===== src/include/dram_ctrl_pkg.sv =====
package dram_ctrl_pkg;
   // array shape
   localparam int NUM_BANKS      = 2;
   localparam int NUM_LANES      = 4;
   localparam int DRAM_ADDR_W    = 11;
   localparam int REQ_FIFO_DEPTH = 16;
   // setup word field positions
   localparam int CFG_MODE_LSB       = 4;
   localparam int CFG_SIZE_LSB       = 6;
   localparam int CFG_REFRESH_LSB    = 8;
   localparam int CFG_BYTE_ORDER_BIT = 16;
   localparam int CFG_RAS_SHORT_BIT  = 17;
   localparam int CFG_BURST_FAST_BIT = 18;
   localparam int CFG_BASE_LSB       = 19;
   localparam logic [31:0] SETUP_WORD_RESET = 32'h0000_0000;
   // cycle counts
   localparam logic [3:0] RAS_SHORT_CYCLES   = 4'h3;
   localparam logic [3:0] RAS_LONG_CYCLES    = 4'h4;
   localparam logic [3:0] PRECHARGE_CYCLES   = 4'h2;
   localparam logic [3:0] REFRESH_RAS_CYCLES = 4'h3;
   localparam logic [3:0] REFRESH_PRESCALE   = 4'hf;
   // buffer modes and transfer sizes
   localparam logic [1:0] MODE_SPLIT_TX = 2'h0;
   localparam logic [1:0] MODE_SPLIT_CE = 2'h1;
   localparam logic [1:0] MODE_COMMON   = 2'h2;
   localparam logic [2:0] OPT_WORD      = 3'h0;
   localparam logic [2:0] OPT_BYTE      = 3'h1;
   localparam logic [2:0] OPT_HALF      = 3'h2;
   localparam logic [3:0] LANES_ALL     = 4'hf;

   typedef struct packed {
      logic [12:0] base;
      logic        burst_fast;
      logic        ras_short;
      logic        big_endian;
      logic [5:0]  refresh;
      logic [1:0]  size;
      logic [1:0]  mode;
   } setup_t;

   typedef struct packed {
      logic        instr;
      logic        write;
      logic        burst;
      logic [31:0] addr;
      logic [3:0]  lanes;
   } req_t;

   typedef enum logic [2:0] {
      ST_IDLE, ST_ROW, ST_COL, ST_BURST, ST_PRECH, ST_REFR
   } state_t;

   function automatic setup_t decode_setup(input logic [31:0] w);
      setup_t s;
      s.base       = w[31:CFG_BASE_LSB];
      s.burst_fast = w[CFG_BURST_FAST_BIT];
      s.ras_short  = w[CFG_RAS_SHORT_BIT];
      s.big_endian = w[CFG_BYTE_ORDER_BIT];
      s.refresh    = w[CFG_REFRESH_LSB +: 6];
      s.size       = w[CFG_SIZE_LSB +: 2];
      s.mode       = w[CFG_MODE_LSB +: 2];
      return s;
   endfunction

   // upper address bits that select the block, per size code
   function automatic logic [31:0] block_mask(input logic [1:0] size);
      case (size)
         2'h0:    return 32'hfff8_0000;
         2'h1:    return 32'hffe0_0000;
         2'h2:    return 32'hff80_0000;
         default: return 32'hfe00_0000;
      endcase
   endfunction

   // column mask: 8 to 11 address bits per size code
   function automatic logic [10:0] col_mask(input logic [1:0] size);
      return 11'h7ff >> (2'h3 - size);
   endfunction
endpackage


===== src/core/burst_dram_controller_core.sv =====
// Functional notes
// write latch enables pulse high per bank during data writes only
// mode 00 drives data transmit low for the bank being read
// mode 00 drives instruction transmit low for the bank fetched
// simple, pipelined and burst accesses accepted on both sides
// refresh generated internally at the configured rate
// same-block instruction and data accesses run one after another
// two 32-bit banks interleaved, one burst word per clock
// per-byte column strobes allow 8, 16 and 32 bit writes
// software keeps unaligned accesses inside one word
// first 32-bit read after reset supplies the setup word
// chained reset output released once configured
// host configures whole chain before ordinary accesses
// after setup only addresses in the programmed block answer
// setup bit 16 selects byte order of lanes
// setup bit 18 selects one or two clock burst writes
// setup bit 17 selects row strobe of 3 or 4 clocks
// buffer mode remaps the four multi-mode buffer outputs
// DRAM densities 64 Kbit to 4 Mbit selectable
// setup word governs all later operation
// chained reset held low during reset and until configured
// next bank indicator shows 1 when bank B is next
// size codes 0..3 give 512 KB, 2, 8, 32 MB blocks
// no reconfiguration until reset is asserted again
`timescale 1ns/1ps
`default_nettype none
module burst_dram_controller_core #(
   parameter int FIFO_DEPTH = dram_ctrl_pkg::REQ_FIFO_DEPTH
) (
   // clock and reset
   input  wire logic        core_clk_in,
   input  wire logic        rst_in,
   // processor channel
   input  wire logic [31:0] addr_in,
   input  wire logic        bus_invalid_n_in,
   input  wire logic        read_not_write_in,
   input  wire logic        data_req_n_in,
   input  wire logic        data_burst_req_n_in,
   input  wire logic [1:0]  data_req_type_n_in,
   input  wire logic [2:0]  data_opt_n_in,
   input  wire logic        instr_req_n_in,
   input  wire logic        instr_burst_req_n_in,
   input  wire logic        instr_req_type_in,
   output logic             data_ready_n_out,
   output logic             data_burst_ack_n_out,
   output logic             instr_ready_n_out,
   output logic             instr_burst_ack_n_out,
   output logic             pipeline_enable_n_out,
   // chain
   output logic             chain_reset_n_out,
   // dram array
   output logic [10:0]      dram_addr_a_out,
   output logic [10:0]      dram_addr_b_out,
   output logic             row_strobe_a_n_out,
   output logic             row_strobe_b_n_out,
   output logic [3:0]       col_strobe_a_n_out,
   output logic [3:0]       col_strobe_b_n_out,
   output logic             mem_write_a_n_out,
   output logic             mem_write_b_n_out,
   // bus buffers
   output logic [1:0]       write_latch_enable_bank_out,
   output logic [3:0]       buffer_ctrl_out
);
   import dram_ctrl_pkg::*;

   generate
      if (FIFO_DEPTH < 2) begin : g_bad_param
         $error("FIFO_DEPTH must be at least 2");
      end
   endgenerate

   setup_t      setup;
   logic        configured;
   state_t      state;
   req_t        cur;
   logic [3:0]  cnt;
   logic [2:0]  refresh_pending;
   logic [3:0]  prescale;
   logic [5:0]  divider;
   logic        refresh_tick;
   req_t        hold;
   logic        hold_valid;

   // request decode
   logic        bus_valid;
   logic        data_ok;
   logic        instr_ok;
   logic        cfg_capture;
   logic [3:0]  data_lanes;
   req_t        data_req;
   req_t        instr_req;
   req_t        push_req;
   logic        push_valid;
   logic        fifo_in_ready;
   logic        fifo_out_valid;
   logic        fifo_pop;
   req_t        fifo_head;

   function automatic logic in_block(input logic [31:0] a,
                                     input setup_t s);
      logic [31:0] m;
      m = block_mask(s.size);
      return (a & m) == ({s.base, 19'h0_0000} & m);
   endfunction

   // byte order: lane index from byte address
   function automatic logic [3:0] lane_mask(input logic [2:0] opt,
                                            input logic [1:0] a,
                                            input logic big);
      logic [1:0] l;
      l = big ? ~a : a;
      case (opt)
         OPT_BYTE: return 4'h1 << l;
         OPT_HALF: return l[1] ? 4'hc : 4'h3;
         default:  return LANES_ALL;
      endcase
   endfunction

   assign bus_valid   = bus_invalid_n_in;
   // setup capture on first word read
   assign cfg_capture = !configured && bus_valid && !data_req_n_in &&
                        read_not_write_in && data_req_type_n_in == 2'h0 &&
                        data_opt_n_in == OPT_WORD;
   // block decode
   assign data_ok  = configured && bus_valid && !data_req_n_in &&
                     data_req_type_n_in == 2'h0 &&
                     data_opt_n_in <= OPT_HALF && in_block(addr_in, setup);
   assign instr_ok = configured && bus_valid && !instr_req_n_in &&
                     !instr_req_type_in && in_block(addr_in, setup);
   // byte lanes
   assign data_lanes = lane_mask(data_opt_n_in, addr_in[1:0],
                                 setup.big_endian);
   assign data_req   = '{instr: 1'b0, write: !read_not_write_in,
                         burst: !data_burst_req_n_in, addr: addr_in,
                         lanes: data_lanes};
   assign instr_req  = '{instr: 1'b1, write: 1'b0,
                         burst: !instr_burst_req_n_in, addr: addr_in,
                         lanes: LANES_ALL};
   assign push_valid = hold_valid || data_ok || instr_ok;
   assign push_req   = hold_valid ? hold : (data_ok ? data_req : instr_req);

   // a clashing instruction waits one slot behind the data request
   always_ff @(posedge core_clk_in) begin
      if (rst_in) begin
         hold_valid <= 1'b0;
         hold       <= '0;
      end else if (fifo_in_ready) begin
         hold_valid <= instr_ok && (hold_valid || data_ok);
         hold       <= instr_req;
      end
   end

   // pipelined requests queue behind the running access
   req_fifo #(
      .WIDTH ($bits(req_t)),
      .DEPTH (FIFO_DEPTH)
   ) u_req_fifo (
      .clk_in        (core_clk_in),
      .rst_in        (rst_in),
      .in_valid_in   (push_valid),
      .in_ready_out  (fifo_in_ready),
      .in_data_in    (push_req),
      .out_valid_out (fifo_out_valid),
      .out_ready_in  (fifo_pop),
      .out_data_out  (fifo_head)
   );

   // setup capture, R23 held until reset
   always_ff @(posedge core_clk_in) begin
      if (rst_in) begin
         configured <= 1'b0;
         setup      <= decode_setup(SETUP_WORD_RESET);
      end else if (cfg_capture) begin
         configured <= 1'b1;
         setup      <= decode_setup(addr_in);
      end
   end

   // refresh rate: clock / (16 * (value + 1))
   always_ff @(posedge core_clk_in) begin
      if (rst_in || !configured) begin
         prescale     <= '0;
         divider      <= '0;
         refresh_tick <= 1'b0;
      end else begin
         prescale     <= prescale + 4'h1;
         refresh_tick <= 1'b0;
         if (prescale == REFRESH_PRESCALE) begin
            divider <= (divider == setup.refresh) ? 6'h0 : divider + 6'h1;
            refresh_tick <= (divider == setup.refresh);
         end
      end
   end

   // sequencer helpers
   logic [3:0]  ras_len;
   logic        col_last;
   logic        fast_word;
   logic        word_done;
   logic        burst_held;
   logic        page_end;
   logic        active;
   logic        refr_done;
   logic [23:0] word_idx;
   logic [10:0] row_addr;
   logic [10:0] col_addr;

   // row strobe, R18 R22 size code picks address width
   assign ras_len    = setup.ras_short ? RAS_SHORT_CYCLES : RAS_LONG_CYCLES;
   assign col_last   = (cnt == ras_len - 4'h2);
   // burst write pace
   assign fast_word  = !cur.write || setup.burst_fast;
   assign word_done  = (state == ST_COL && col_last) ||
                       (state == ST_BURST && (fast_word || cnt[0]));
   assign burst_held = cur.instr ? !instr_burst_req_n_in
                                 : !data_burst_req_n_in;
   assign word_idx   = cur.addr[26:3];
   assign col_addr   = word_idx[10:0] & col_mask(setup.size);
   assign row_addr   = 11'(word_idx >> (4'h8 + {2'h0, setup.size})) &
                       col_mask(setup.size);
   assign page_end   = cur.addr[2] && col_addr == col_mask(setup.size);
   assign active     = state == ST_COL || state == ST_BURST;
   assign refr_done  = state == ST_REFR && cnt == REFRESH_RAS_CYCLES;
   assign fifo_pop   = state == ST_IDLE && refresh_pending == '0 &&
                       fifo_out_valid;

   always_ff @(posedge core_clk_in) begin
      if (rst_in) begin
         refresh_pending <= '0;
      end else if (refresh_tick && !refr_done) begin
         refresh_pending <= refresh_pending + {2'h0, refresh_pending != 3'h7};
      end else if (refr_done && !refresh_tick) begin
         refresh_pending <= refresh_pending - 3'h1;
      end
   end

   // one access at a time, R7 burst walks the banks
   always_ff @(posedge core_clk_in) begin
      if (rst_in) begin
         state <= ST_IDLE;
         cnt   <= '0;
         cur   <= '0;
      end else begin
         case (state)
            ST_IDLE: begin
               cnt <= '0;
               if (refresh_pending != '0) begin
                  state <= ST_REFR;
               end else if (fifo_out_valid) begin
                  cur   <= fifo_head;
                  state <= ST_ROW;
               end
            end
            ST_ROW: begin
               state <= ST_COL;
            end
            ST_COL, ST_BURST: begin
               cnt <= cnt + 4'h1;
               if (word_done) begin
                  cnt <= '0;
                  if (cur.burst && burst_held && !page_end) begin
                     cur.addr <= cur.addr + 32'h4;
                     state    <= ST_BURST;
                  end else begin
                     state <= ST_PRECH;
                  end
               end
            end
            ST_PRECH: begin
               cnt <= cnt + 4'h1;
               if (cnt == PRECHARGE_CYCLES - 4'h1) begin
                  state <= ST_IDLE;
                  cnt   <= '0;
               end
            end
            ST_REFR: begin
               cnt <= cnt + 4'h1;
               if (refr_done) begin
                  state <= ST_PRECH;
                  cnt   <= '0;
               end
            end
            default: begin
               state <= ST_IDLE;
            end
         endcase
      end
   end

   // chained reset follows configuration
   always_ff @(posedge core_clk_in) begin
      if (rst_in) begin
         chain_reset_n_out <= 1'b0;
      end else begin
         chain_reset_n_out <= configured;
      end
   end

   // channel handshake outputs
   always_ff @(posedge core_clk_in) begin
      if (rst_in) begin
         data_ready_n_out      <= 1'b1;
         instr_ready_n_out     <= 1'b1;
         data_burst_ack_n_out  <= 1'b1;
         instr_burst_ack_n_out <= 1'b1;
         pipeline_enable_n_out <= 1'b1;
      end else begin
         data_ready_n_out  <= !((word_done && !cur.instr) || cfg_capture);
         instr_ready_n_out <= !(word_done && cur.instr);
         data_burst_ack_n_out  <= !(active && cur.burst && !cur.instr &&
                                    !page_end);
         instr_burst_ack_n_out <= !(active && cur.burst && cur.instr &&
                                    !page_end);
         pipeline_enable_n_out <= !(configured && fifo_in_ready &&
                                    !hold_valid);
      end
   end

   // dram strobes and addresses
   logic bank_b;
   logic next_bank;
   assign bank_b    = cur.addr[2];
   // next bank follows the burst or the queued request
   assign next_bank = active ? !bank_b
                             : (fifo_out_valid ? fifo_head.addr[2] : 1'b0);

   always_ff @(posedge core_clk_in) begin
      if (rst_in) begin
         dram_addr_a_out    <= '0;
         dram_addr_b_out    <= '0;
         row_strobe_a_n_out <= 1'b1;
         row_strobe_b_n_out <= 1'b1;
         col_strobe_a_n_out <= 4'hf;
         col_strobe_b_n_out <= 4'hf;
         mem_write_a_n_out  <= 1'b1;
         mem_write_b_n_out  <= 1'b1;
      end else begin
         dram_addr_a_out <= (state == ST_ROW) ? row_addr : col_addr;
         dram_addr_b_out <= (state == ST_ROW) ? row_addr : col_addr;
         // both banks open the same row so a burst can interleave
         row_strobe_a_n_out <= !(state == ST_ROW || active ||
                                 (state == ST_REFR && cnt != '0));
         row_strobe_b_n_out <= !(state == ST_ROW || active ||
                                 (state == ST_REFR && cnt != '0));
         // column strobes per byte lane, refresh strobes all
         col_strobe_a_n_out <= (state == ST_REFR) ? 4'h0 :
                               ((active && !bank_b) ? ~cur.lanes : 4'hf);
         col_strobe_b_n_out <= (state == ST_REFR) ? 4'h0 :
                               ((active && bank_b) ? ~cur.lanes : 4'hf);
         mem_write_a_n_out  <= !(active && cur.write && !bank_b);
         mem_write_b_n_out  <= !(active && cur.write && bank_b);
      end
   end

   // bus buffer controls
   logic data_rd;
   logic instr_rd;
   logic data_any;
   assign data_rd  = active && !cur.instr && !cur.write;
   assign instr_rd = active && cur.instr;
   assign data_any = active && !cur.instr;

   always_ff @(posedge core_clk_in) begin
      if (rst_in) begin
         write_latch_enable_bank_out <= 2'h0;
         buffer_ctrl_out             <= 4'hf;
      end else begin
         // latch enables for data writes only
         write_latch_enable_bank_out <= {data_any && cur.write && bank_b,
                                         data_any && cur.write && !bank_b};
         // buffer mode mapping, R2 R3 mode 00 transmit per bank
         case (setup.mode)
            MODE_SPLIT_TX: buffer_ctrl_out <= ~{instr_rd && bank_b,
                                                instr_rd && !bank_b,
                                                data_rd && bank_b,
                                                data_rd && !bank_b};
            MODE_SPLIT_CE: buffer_ctrl_out <= ~{instr_rd && bank_b,
                  instr_rd && !bank_b,
                  data_any && (bank_b || (cur.burst && cur.write)),
                  data_any && (!bank_b || (cur.burst && cur.write))};
            MODE_COMMON: buffer_ctrl_out <= {!instr_rd, !instr_rd,
                                             next_bank, !data_rd};
            default: buffer_ctrl_out <= {!instr_rd, !instr_rd,
                                         next_bank, !data_any};
         endcase
      end
   end
endmodule
`default_nettype wire


===== src/core/req_fifo.sv =====
`timescale 1ns/1ps
`default_nettype none
module req_fifo #(
   parameter int WIDTH = 39,
   parameter int DEPTH = 16
) (
   // clock and reset
   input  wire logic             clk_in,
   input  wire logic             rst_in,
   // fill side
   input  wire logic             in_valid_in,
   output logic                  in_ready_out,
   input  wire logic [WIDTH-1:0] in_data_in,
   // drain side
   output logic                  out_valid_out,
   input  wire logic             out_ready_in,
   output logic      [WIDTH-1:0] out_data_out
);
   localparam int AW = $clog2(DEPTH);

   generate
      if (DEPTH < 2 || (1 << AW) != DEPTH) begin : g_bad_depth
         $error("req_fifo depth must be a power of two, at least 2");
      end
   endgenerate

   logic [WIDTH-1:0] mem [DEPTH];
   logic [AW-1:0]    wr_ptr;
   logic [AW-1:0]    rd_ptr;
   logic [AW:0]      count;
   logic             push;
   logic             pop;

   assign in_ready_out  = (count != (AW+1)'(DEPTH));
   assign out_valid_out = (count != '0);
   assign out_data_out  = mem[rd_ptr];
   assign push          = in_valid_in && in_ready_out;
   assign pop           = out_valid_out && out_ready_in;

   always_ff @(posedge clk_in) begin
      if (push) begin
         mem[wr_ptr] <= in_data_in;
      end
   end

   always_ff @(posedge clk_in) begin
      if (rst_in) begin
         wr_ptr <= '0;
         rd_ptr <= '0;
         count  <= '0;
      end else begin
         if (push) begin
            wr_ptr <= wr_ptr + 1'b1;
         end
         if (pop) begin
            rd_ptr <= rd_ptr + 1'b1;
         end
         count <= count + (AW+1)'(push) - (AW+1)'(pop);
      end
   end
endmodule
`default_nettype wire


===== config.mk =====
export PLATFORM = sky130hd
export DESIGN_NAME = burst_dram_controller_core
export DESIGN_NICKNAME = d
export VERILOG_FILES = /design/src/include/dram_ctrl_pkg.sv /design/src/core/burst_dram_controller_core.sv /design/src/core/req_fifo.sv
export SDC_FILE = /design/constraint.sdc
export NUM_CORES = 1
export LEC_CHECK = 0
export BUFFER_PORTS_ARGS = -buffer_cell sky130_fd_sc_hd__buf_2
export CAP_MARGIN = 10
export CORE_MARGIN = 2
export CORE_UTILIZATION = 57
export DETAILED_ROUTE_END_ITERATION = 16
export PLACE_DENSITY = 0.74
export SLEW_MARGIN = 10
export SYNTH_ARGS = -nofsm -noshare
export SYNTH_HDL_FRONTEND = slang
export SYNTH_SLANG_ARGS = --single-unit
export TNS_END_PERCENT = 20

===== constraint.sdc =====
create_clock -name core_clk_in -period 5.1 [get_ports core_clk_in]
set_input_delay 0.765 -clock core_clk_in [delete_from_list [all_inputs] [get_ports core_clk_in]]
set_output_delay 0.765 -clock core_clk_in [all_outputs]
set_load 0.02 [all_outputs]

==> flow_summary_export.csv, run 1 <==
group,metric,value,unit
worst_setup_path,slowest_delay,870,ps
logic_synthesis,synth_ff_type,"edfxtp_1",
global_routing,grt_max_degree,50,
global_routing,grt_pass1_vias,14600,
worst_hold_path,hold_path_class,"in2reg",
clocking,htreeDepth,2,
worst_setup_path,critPathSlowestCell,"dfxtp_1",
logic_synthesis,yosys_warnings,0,
worst_setup_path,path_depth,6,
clocking,clk_path_buf_depth,3,
sta,final.setup.tns,0,ps
floorplan,rows,78,
clocking,cts_buffers,61,
sta,final.setup_skew,14.62,ps
floorplan,die_height,217.3,µm
sta,final_max_slew_viol_count,0,
clocking,clock_latency,640,ps
clocking,cts_resized,0,
power_and_ir_drop,power.density,475.1,nW/µm²
worst_setup_path,crit_chain,"nor2_1 > a221oi_2 > nand3_1 > nor4_1 > a21oi_1 > buf_4",
worst_setup_path,reg2reg_slack,1350,ps
sta,worst_pin_slew,1066,ps
worst_setup_path,cp_num_buf_inv,1,
worst_setup_path,crit_end,"u_req_fifo.mem[15][3]",
drt,via_count,15080,
final_layout,num-nets-final,1770,
worst_setup_path,path_max_fanout,15,
clocking,cts_tree,"built",
logic_synthesis,synth_area_per_cell,16.00,µm²
floorplan,initial_core_util,57.40,%
worst_setup_path,crit_required,5480,ps
logic_synthesis,synthCells,1621,
logic_synthesis,ys_seq_area_share,67.53,%
logic_synthesis,synth_cell_types,77,
worst_setup_path,rr_endpoint,"u_req_fifo.mem[15][3]",
drt,remaining_drc_errors,0,
drt,drt-total-wl,62.61,mm
placed_design,place_hpwl,38.62,mm
clocking,cts_root_buffer,"clkbuf_16",
sta,grt_setup_unrepaired,"no",
worst_setup_path,worst_setup_path_start_kind,"flip-flop",
floorplan,die_x,217.3,µm
drt,drtIter0Drc,2018,
sta,finalHoldViolCount,0,
final_layout,syn_to_final_growth,11.72,%
logic_synthesis,ys_seq_elements,635,
clocking,clock-sinks,635,
worst_setup_path,end_kind,"flip-flop",
global_routing,antenna_found_initial,3,
worst_setup_path,reg2regPathDepth,6,
worst_setup_path,criticalPathCategory,"reg2reg",
worst_setup_path,path_delay_family,"simple AND/OR/NAND/NOR gates",
worst_setup_path,cp_data_arrival_time,4130,ps
drt,drt_first_pass_iters,6,
sta,max-slew-margin-rel,28.93,%
sta,fin_crit_sh,73.51,%
global_routing,grt_usage,27.11,%
logic_synthesis,synth_edf_count,480,
logic_synthesis,async_reset_ff_share,0,%
drt,wl_per_cell,26.66,µm
final_layout,antenna_cells,0,
floorplan,die-area,47230,µm²
power_and_ir_drop,p_leak,9.603,nW
drt,ant_nets,0,
final_layout,instances_no_fill,2348,
outcome,status,"finished clean",
floorplan,core-area,45190,µm²
placed_design,port_buffers,91,
clocking,cts.hold.buffers_added,0,
flow_run,drv_cap,0,
logic_synthesis,yosysTopAreaCell,"edfxtp_1",
logic_synthesis,synth_area_leaders,"edfxtp_1, mux4_2, dfxtp_1",
drt,avgViaCountPerCell,6.424,
placed_design,dp_cells,2237,
worst_setup_path,crit_start,"setup[2]",
sta,fin_crit,3749,ps
clocking,clkSlewWorstSetupHoldPaths,60,ps
floorplan,io_pins,92,
global_routing,grt_pass1_wl,94.12,mm
final_layout,final_cell_mix,"edfxtp_1, nand2_1, dfxtp_1, mux4_2, a21oi_1",
logic_synthesis,syn_area,25940,µm²
worst_setup_path,r2r_start,"setup[2]",
final_layout,layout-drive-gt1-share,25.69,%
power_and_ir_drop,peakVddDrop,0.3461,mV
final_layout,final_common_cell,"edfxtp_1",
clocking,post_cts_buffers,0,
sta,fmax,0.2667,GHz
global_routing,grt_overflow,0,
placed_design,gp_congestion,0.8949,
logic_synthesis,yosysTopAreaCellShare,55.57,%
logic_synthesis,syn-num-nets,1690,
sta,setup_viol_count_final,0,
-- worst register-to-register path: stages, from the launching register on --
cell and delay [ps]:
dfxtp_1 870, nor2_1 210, a221oi_2 640, nand3_1 280
nor4_1 790, a21oi_1 410, buf_4 290
-- cell type report --
cell class	instances	area, µm²
sequential	635	17530
fill	3078	16210
multi-input combinational	842	7740
clock buffer	79	1669
timing repair buffer	127	828.3
tap	600	750.7
clock inverter	31	334.1
inverter	34	127.6
-- where the power goes --
part           internal [W]  switching [W]  total, W
registers           0.00574       0.000395   0.00614
logic               0.00134        0.00178   0.00312
clock network       0.00257        0.00194   0.00451
total               0.00965        0.00412    0.0138
-- metrics by stage --
step                setup slack (ps)  util (%)  power (W)  hold WS [ps]  cell area, µm²
floorplan                       1813         -   0.008492         417.5           25940
global placement                1191     59.65   0.009226         434.1           26950
detailed placement              1132     59.65   0.009301         444.8           26950
CTS                             1452     64.08    0.01379         362.5           28960
global route                    1103     64.13    0.01429         374.0           28980
finish                          1351     64.13    0.01377         391.2           28980
-- Yosys cell counts (all sizes together) (20+ instances only) --
library cell,number
edfxtp,480
nand2,161
dfxtp,155
mux4,150
a21oi,116
buf,66
nor2,62
clkbuf,43
inv,34
mux2,28
nand3,28
and3,24
xnor2,23
ha,21
o21ai,20
-- kinds of logic after synthesis --
| group | after synthesis | share of synthesized area (%) |
|---|---|---|
| XOR/XNOR | 42 | 1.418 |
| adder cells (fa/ha/maj) | 23 | 1.167 |
| AND/OR/NAND/NOR | 357 | 6.493 |
| multiplexers | 197 | 14.97 |
| buffers and inverters | 144 | 2.807 |
| AO/OA/AOI/OAI | 223 | 5.610 |
| flip-flops | 635 | 67.53 |
-- worst min path at each step --
stage,from,endpoint,slack [ps],depth (start not counted)
after CTS,addr_in[14],hold[18],360,3
after detailed placement,hold[16],hold[16],440,2
after global routing,addr_in[28],setup[22],370,3
after floorplan,prescale[0],prescale[0],420,1
final,addr_in[28],setup[22],390,3
after global placement,hold[9],hold[9],430,2
-- registers in the layout (all words and copies together) (netlist names), 2 cells and up, named ones only --
register                     flops
u_req_fifo.mem                 480
cur                             29
setup                           26
hold                            25
dram_addr_b_out                 11
divider                          6
u_req_fifo.count                 5
buffer_ctrl_out                  4
cnt                              4
col_strobe_a_n_out               4
col_strobe_b_n_out               4
prescale                         4
u_req_fifo.rd_ptr                4
u_req_fifo.wr_ptr                4
refresh_pending                  3
state                            3
write_latch_enable_bank_out      2
-- layer usage --
layer / routed length, µm / up-vias / track usage [%]
li1: - / 6432 / -
met1: 25430 / 7707 / 39.13
met2: 29760 / 841 / 42.86
met3: 5927 / 99 / 5.507
met4: 1462 / 4 / 6.849
met5: 32 / - / 0
Power figures use the tool's default switching activity.
==> inputs of run 2 (changes only) <==
- CORE_UTILIZATION: 57 -> 56
- PLACE_DENSITY: 0.74 -> 0.76
- clock period: 5.1 -> 3.2 ns (I/O delays scaled with it)
==> flow_summary_export.csv, run 2 (synthesis results as in run 1) <==
group,metric,value,unit
outcome,status,"finished clean",
drt,via_count,15250,
sta,final.setup_skew,24.76,ps
final_layout,fill_cells,2988,
final_layout,final_common_cell,"edfxtp_1",
worst_hold_path,holdPathStages,3,
worst_hold_path,hold_path_class,"in2reg",
sta,grt_setup_unrepaired,"no",
final_layout,reg.largest.list,"u_req_fifo.mem: 480 flops, cur: 29 flops, setup: 26 flops",
floorplan,die-area,48060,µm²
sta,worst_pin_slew,1045,ps
placed_design,dp_slack,311.9,ps
clocking,cts_root_buffer,"clkbuf_16",
sta,final_max_slew_viol_count,0,
clocking,cts_resized,0,
clocking,post_cts_buffers,0,
clocking,cts_buffers,60,
worst_setup_path,crit_required,3710,ps
clocking,clock-sinks,635,
sta,setup_ws,325.4,ps
clocking,clk_path_buf_depth,3,
worst_setup_path,cp_data_arrival_time,3380,ps
floorplan,io_pins,92,
global_routing,grt_pass1_vias,15130,
sta,fmax,0.3479,GHz
final_layout,final_core_util,65.09,%
worst_setup_path,path_max_fanout,12,
final_layout,layout-drive-gt1-share,27.66,%
global_routing,grt_max_degree,56,
worst_setup_path,reg2reg_slack,330,ps
worst_setup_path,slowest_delay,490,ps
worst_setup_path,crit_start,"refresh_pending[2]",
drt,avgViaCountPerCell,6.361,
worst_setup_path,worst_setup_path_start_kind,"flip-flop",
worst_setup_path,r2r_start,"refresh_pending[2]",
worst_setup_path,end_kind,"flip-flop",
drt,drtIter0Drc,2025,
clocking,htreeDepth,2,
sta,finalHoldViolCount,0,
final_layout,largest_register_ffs,480,
sta,final.setup.tns,0,ps
clocking,clkSlewWorstSetupHoldPaths,60,ps
power_and_ir_drop,p_leak,9.922,nW
drt,drt_first_pass_iters,5,
clocking,clock_latency,650,ps
drt,remaining_drc_errors,0,
final_layout,syn_to_final_growth,14.36,%
floorplan,rows,78,
sta,max-slew-margin-rel,30.05,%
floorplan,die_height,219.2,µm
global_routing,grt_usage,26.93,%
drt,ant_nets,0,
placed_design,port_buffers,91,
worst_setup_path,rr_endpoint,"u_req_fifo.count[4]",
sta,fin_crit,2875,ps
drt,wl_per_cell,26.24,µm
placed_design,gp_congestion,0.9405,
power_and_ir_drop,power.density,739.8,nW/µm²
global_routing,grt_pass1_wl,95.08,mm
flow_run,drv_cap,0,
worst_setup_path,crit_chain,"or3_1 > or3_1 > inv_2 > ha_1 > inv_1 > ha_1 > inv_1 > fa_1 > inv_1 > a21oi_1 > nor2_1 > or3_1 > a21oi_1",
worst_setup_path,reg2regPathDepth,13,
final_layout,num-nets-final,1815,
power_and_ir_drop,peakVddDrop,0.5439,mV
worst_setup_path,crit_end,"u_req_fifo.count[4]",
global_routing,grt_overflow,0,
placed_design,place_hpwl,40.12,mm
sta,setup_viol_count_final,0,
final_layout,final_cell_mix,"edfxtp_1, nand2_1, dfxtp_1, mux4_2, a21oi_1",
clocking,cts.hold.buffers_added,0,
final_layout,antenna_cells,0,
drt,drt-total-wl,62.90,mm
worst_setup_path,critPathSlowestCell,"or3_1",
floorplan,die_x,219.2,µm
floorplan,core-area,45580,µm²
worst_setup_path,criticalPathCategory,"reg2reg",
sta,fin_crit_sh,89.83,%
global_routing,antenna_found_initial,1,
clocking,cts_tree,"built",
final_layout,top_register,"u_req_fifo.mem",
floorplan,initial_core_util,56.91,%
run 2: cell count changes in the layout (fill, tap and decap cells not counted), sizes merged:
| cell | previous run | this run |
|---|---|---|
| clkinv | 21 | 22 |
| inv | 38 | 41 |
| bufinv | 5 | 6 |
| clkbuf | 79 | 75 |
| buf | 127 | 173 |
| clkinvlp | 1 | 3 |
run 2: worst min path at each step:
stage / slack [ps] / to / from
2_1_floorplan: 420 / prescale[0] / prescale[0]
3_3_place_gp: 430 / prescale[0] / prescale[0]
3_5_place_dp: 440 / prescale[0] / prescale[0]
4_1_cts: 80 / hold[18] / addr_in[14]
5_1_grt: 100 / hold[18] / addr_in[14]
6_report: 100 / hold[18] / addr_in[14]
run 2: power breakdown:
| part | leakage (nW) | internal (W) | total, W | switching (W) |
|---|---|---|---|---|
| clock | 0.982 | 0.00406 | 0.00715 | 0.00309 |
| combinational | 3.15 | 0.00225 | 0.00519 | 0.00294 |
| sequential | 5.79 | 0.00915 | 0.00960 | 0.000452 |
run 2: metal layers:
layer / up-vias / GRT usage (%) / share of wire [%]
li1: 6529 / - / -
met1: 7757 / 38.14 / 40
met2: 847 / 43.50 / 48
met3: 112 / 4.491 / 9.3
met4: 2 / 7.860 / 2.5
met5: - / 0 / 0.019
run 2: metrics by stage:
step / total power [W] / area, µm² / std cells / hold slack, ps
after floorplan: 0.01354 / 25940 / 1621 / 417.5
after global placement: 0.01478 / 27680 / 2284 / 430.5
after detailed placement: 0.01489 / 27680 / 2284 / 442.0
after CTS: 0.02198 / 29660 / 2397 / 77.10
after global routing: 0.02279 / 29660 / 2397 / 100.0
final: 0.02195 / 29660 / 2397 / 97.93
run 2: critical path, delay by kind of cell, from the launching register on:
| kind | cells | cell delay (ps) |
|---|---|---|
| AND/OR/NAND/NOR | 4 | 1120 |
| flip-flops | 1 | 330 |
| adder cells (fa/ha/maj) | 3 | 810 |
| AO/OA/AOI/OAI | 2 | 110 |
| buffers and inverters | 4 | 380 |
run 2: layout make-up:
type / instances / area (µm²) / area share, %
clock inverters: 38 / 372.9 / 1.257
repair buffers: 173 / 1549 / 5.222
inverters: 34 / 127.6 / 0.4302
well taps: 600 / 750.7 / 2.531
multi-input cells: 842 / 7725 / 26.04
clock buffers: 75 / 1609 / 5.424
flip-flops and latches: 635 / 17530 / 59.09
==> inputs of run 3 (changes only) <==
- ABC_AREA: unset -> 1
==> flow_summary_export.csv, run 3 <==
group,metric,value,unit
drt,via_count,19390,
final_layout,syn_to_final_growth,12.34,%
logic_synthesis,ys_seq_area_share,65.61,%
logic_synthesis,ys_seq_elements,635,
logic_synthesis,synthCells,2501,
clocking,clock-sinks,635,
final_layout,num-nets-final,2641,
final_layout,layout-drive-gt1-share,12.48,%
logic_synthesis,syn_area,26700,µm²
sta,fin_crit_sh,90.73,%
worst_setup_path,crit_required,3710,ps
logic_synthesis,syn-num-nets,2570,
clocking,clock_latency,640,ps
global_routing,grt_pass1_wl,105.3,mm
sta,finalHoldViolCount,0,
final_layout,largest_register_ffs,480,
floorplan,core-area,47450,µm²
flow_run,drv_cap,0,
power_and_ir_drop,finalPower,0.02325,W
clocking,clkSlewWorstSetupHoldPaths,60,ps
sta,setup_ws,296.6,ps
sta,fin_crit,2903,ps
drt,avgViaCountPerCell,5.993,
drt,wl_per_cell,20.89,µm
final_layout,fill_cells,3559,
floorplan,die-area,49440,µm²
power_and_ir_drop,power.density,775.2,nW/µm²
logic_synthesis,synth_area_leaders,"edfxtp_1, dfxtp_1, nor2_1",
sta,grt_setup_unrepaired,"no",
worst_hold_path,hold_path_class,"in2reg",
worst_setup_path,cp_data_arrival_time,3410,ps
clocking,cts_tree,"built",
final_layout,instances_no_fill,3235,
global_routing,grt_usage,27.30,%
logic_synthesis,synth_area_per_cell,10.67,µm²
placed_design,dp_slack,163.9,ps
power_and_ir_drop,peakVddDrop,0.5202,mV
floorplan,die_x,222.3,µm
sta,final.setup_skew,15.02,ps
global_routing,grt_overflow,0,
clocking,htreeDepth,2,
clocking,cts_root_buffer,"clkbuf_16",
final_layout,antenna_cells,0,
placed_design,port_buffers,91,
sta,whs,104.3,ps
drt,drtIter0Drc,2420,
floorplan,io_pins,92,
drt,drt-total-wl,67.58,mm
drt,ant_nets,0,
global_routing,grt_pass1_vias,18800,
logic_synthesis,yosys_warnings,0,
clocking,cts.hold.buffers_added,0,
worst_setup_path,worst_setup_path_start_kind,"flip-flop",
final_layout,final_common_cell,"edfxtp_1",
sta,final_max_slew_viol_count,0,
placed_design,gp_congestion,0.9143,
logic_synthesis,yosysTopAreaCellShare,53.99,%
placed_design,place_hpwl,42.59,mm
sta,fmax,0.3444,GHz
logic_synthesis,synth.most_common_cell,"edfxtp_1",
logic_synthesis,synth_ff_type,"edfxtp_1",
floorplan,die_height,222.3,µm
final_layout,reg.largest.list,"u_req_fifo.mem: 480 flops, cur: 29 flops, setup: 26 flops",
clocking,cts_buffers,59,
worst_setup_path,criticalPathCategory,"reg2reg",
logic_synthesis,async_reset_ff_share,0,%
logic_synthesis,yosysTopAreaCell,"edfxtp_1",
worst_setup_path,path_max_fanout,15,
floorplan,initial_core_util,56.27,%
logic_synthesis,synth_edf_count,480,
placed_design,dp_cells,3126,
logic_synthesis,synth_cell_types,48,
sta,setup_viol_count_final,0,
outcome,status,"finished clean",
final_layout,final_cell_mix,"edfxtp_1, nor2_1, nand2_1, o21ai_0, dfxtp_1",
floorplan,rows,80,
worst_setup_path,end_kind,"flip-flop",
global_routing,grt_max_degree,103,
final_layout,top_register,"u_req_fifo.mem",
power_and_ir_drop,p_leak,10.60,nW
clocking,clk_path_buf_depth,3,
logic_synthesis,synth_commonest_cells,"edfxtp_1, nor2_1, nand2_1, o21ai_0, dfxtp_1",
sta,worst_pin_slew,1249,ps
drt,remaining_drc_errors,0,
clocking,post_cts_buffers,0,
drt,drt_first_pass_iters,6,
sta,max-slew-margin-rel,16.65,%
sta,final.setup.tns,0,ps
global_routing,antenna_found_initial,0,
-- run 3: cell types whose count changed after synthesis, sizes merged, moves of 19 or more --
cell,before,now
a21oi,116,85
and3,24,1
clkbuf,43,79
inv,34,159
mux2,28,0
mux2i,19,0
mux4,150,0
nand2,161,298
nand3,28,98
nor2,62,424
nor3,8,28
o211ai,3,79
o21ai,20,360
o221ai,1,49
-- run 3: power by group --
part | internal [W] | switching, W
clock network | 0.00393 | 0.00308
registers | 0.00918 | 0.000427
logic | 0.00198 | 0.00465
-- run 3: worst max-delay path, cell delays in order, from the launching register on --
cell,delay [ps]
dfxtp_1,360
inv_2,130
nand3_1,110
nand2_1,60
nor2_1,100
nand3_1,220
nor2_4,210
nand2_2,110
nand3_2,160
nand2_2,90
clkinv_2,130
ha_1,190
inv_1,50
fa_1,390
nor3_1,180
a211oi_1,80
o21ai_0,160
a21oi_1,60
-- run 3: metal layers --
layer	part of all wire, %	global-route usage, %	up-vias	wire [µm]
met5	0	0	-	0
met4	4.4	12.73	0	2979
met3	6.9	3.200	149	4639
met2	49	45.55	902	33250
met1	40	36.06	9390	26710
li1	-	-	8947	-
-- run 3: final timing paths --
check,from,to,slack [ps],cells past startpoint
min,addr_in[2],hold[6],100,3
max reg2reg,setup[3],u_req_fifo.count[4],300,17
max,setup[3],u_req_fifo.count[4],300,17
min reg2reg,prescale[0],prescale[0],450,1
-- run 3: kinds of logic after synthesis --
| family | synth area share [%] |
|---|---|
| simple gates | 13.43 |
| flops | 65.61 |
| compound gates | 13.46 |
| buf+inv | 5.319 |
| xor+xnor | 1.050 |
| fa+ha+maj | 1.134 |
-- run 3: what timing repair did --
action	in CTS	in global routing
resized for setup	0	1
endpoints found under the setup margin	0	1
hold endpoints to repair	0	0
-- run 3: final cells by class --
| class | count | area [µm²] | share of cell area [%] |
|---|---|---|---|
| timing repair buffer | 168 | 1271 | 4.239 |
| clock inverter | 39 | 379.1 | 1.264 |
| multi-input combinational | 1546 | 7893 | 26.32 |
| sequential | 635 | 17530 | 58.44 |
| clock buffer | 70 | 1538 | 5.127 |
| inverter | 162 | 614.3 | 2.048 |
| tap | 615 | 769.5 | 2.566 |
-- run 3: per-stage QoR --
| step | cell area, µm² | util [%] |
|---|---|---|
| 2_1_floorplan | 26700 | - |
| 3_3_place_gp | 28070 | 59.16 |
| 3_5_place_dp | 28070 | 59.16 |
| 4_1_cts | 29990 | 63.20 |
| 5_1_grt | 29990 | 63.21 |
| 6_report | 29990 | 63.21 |
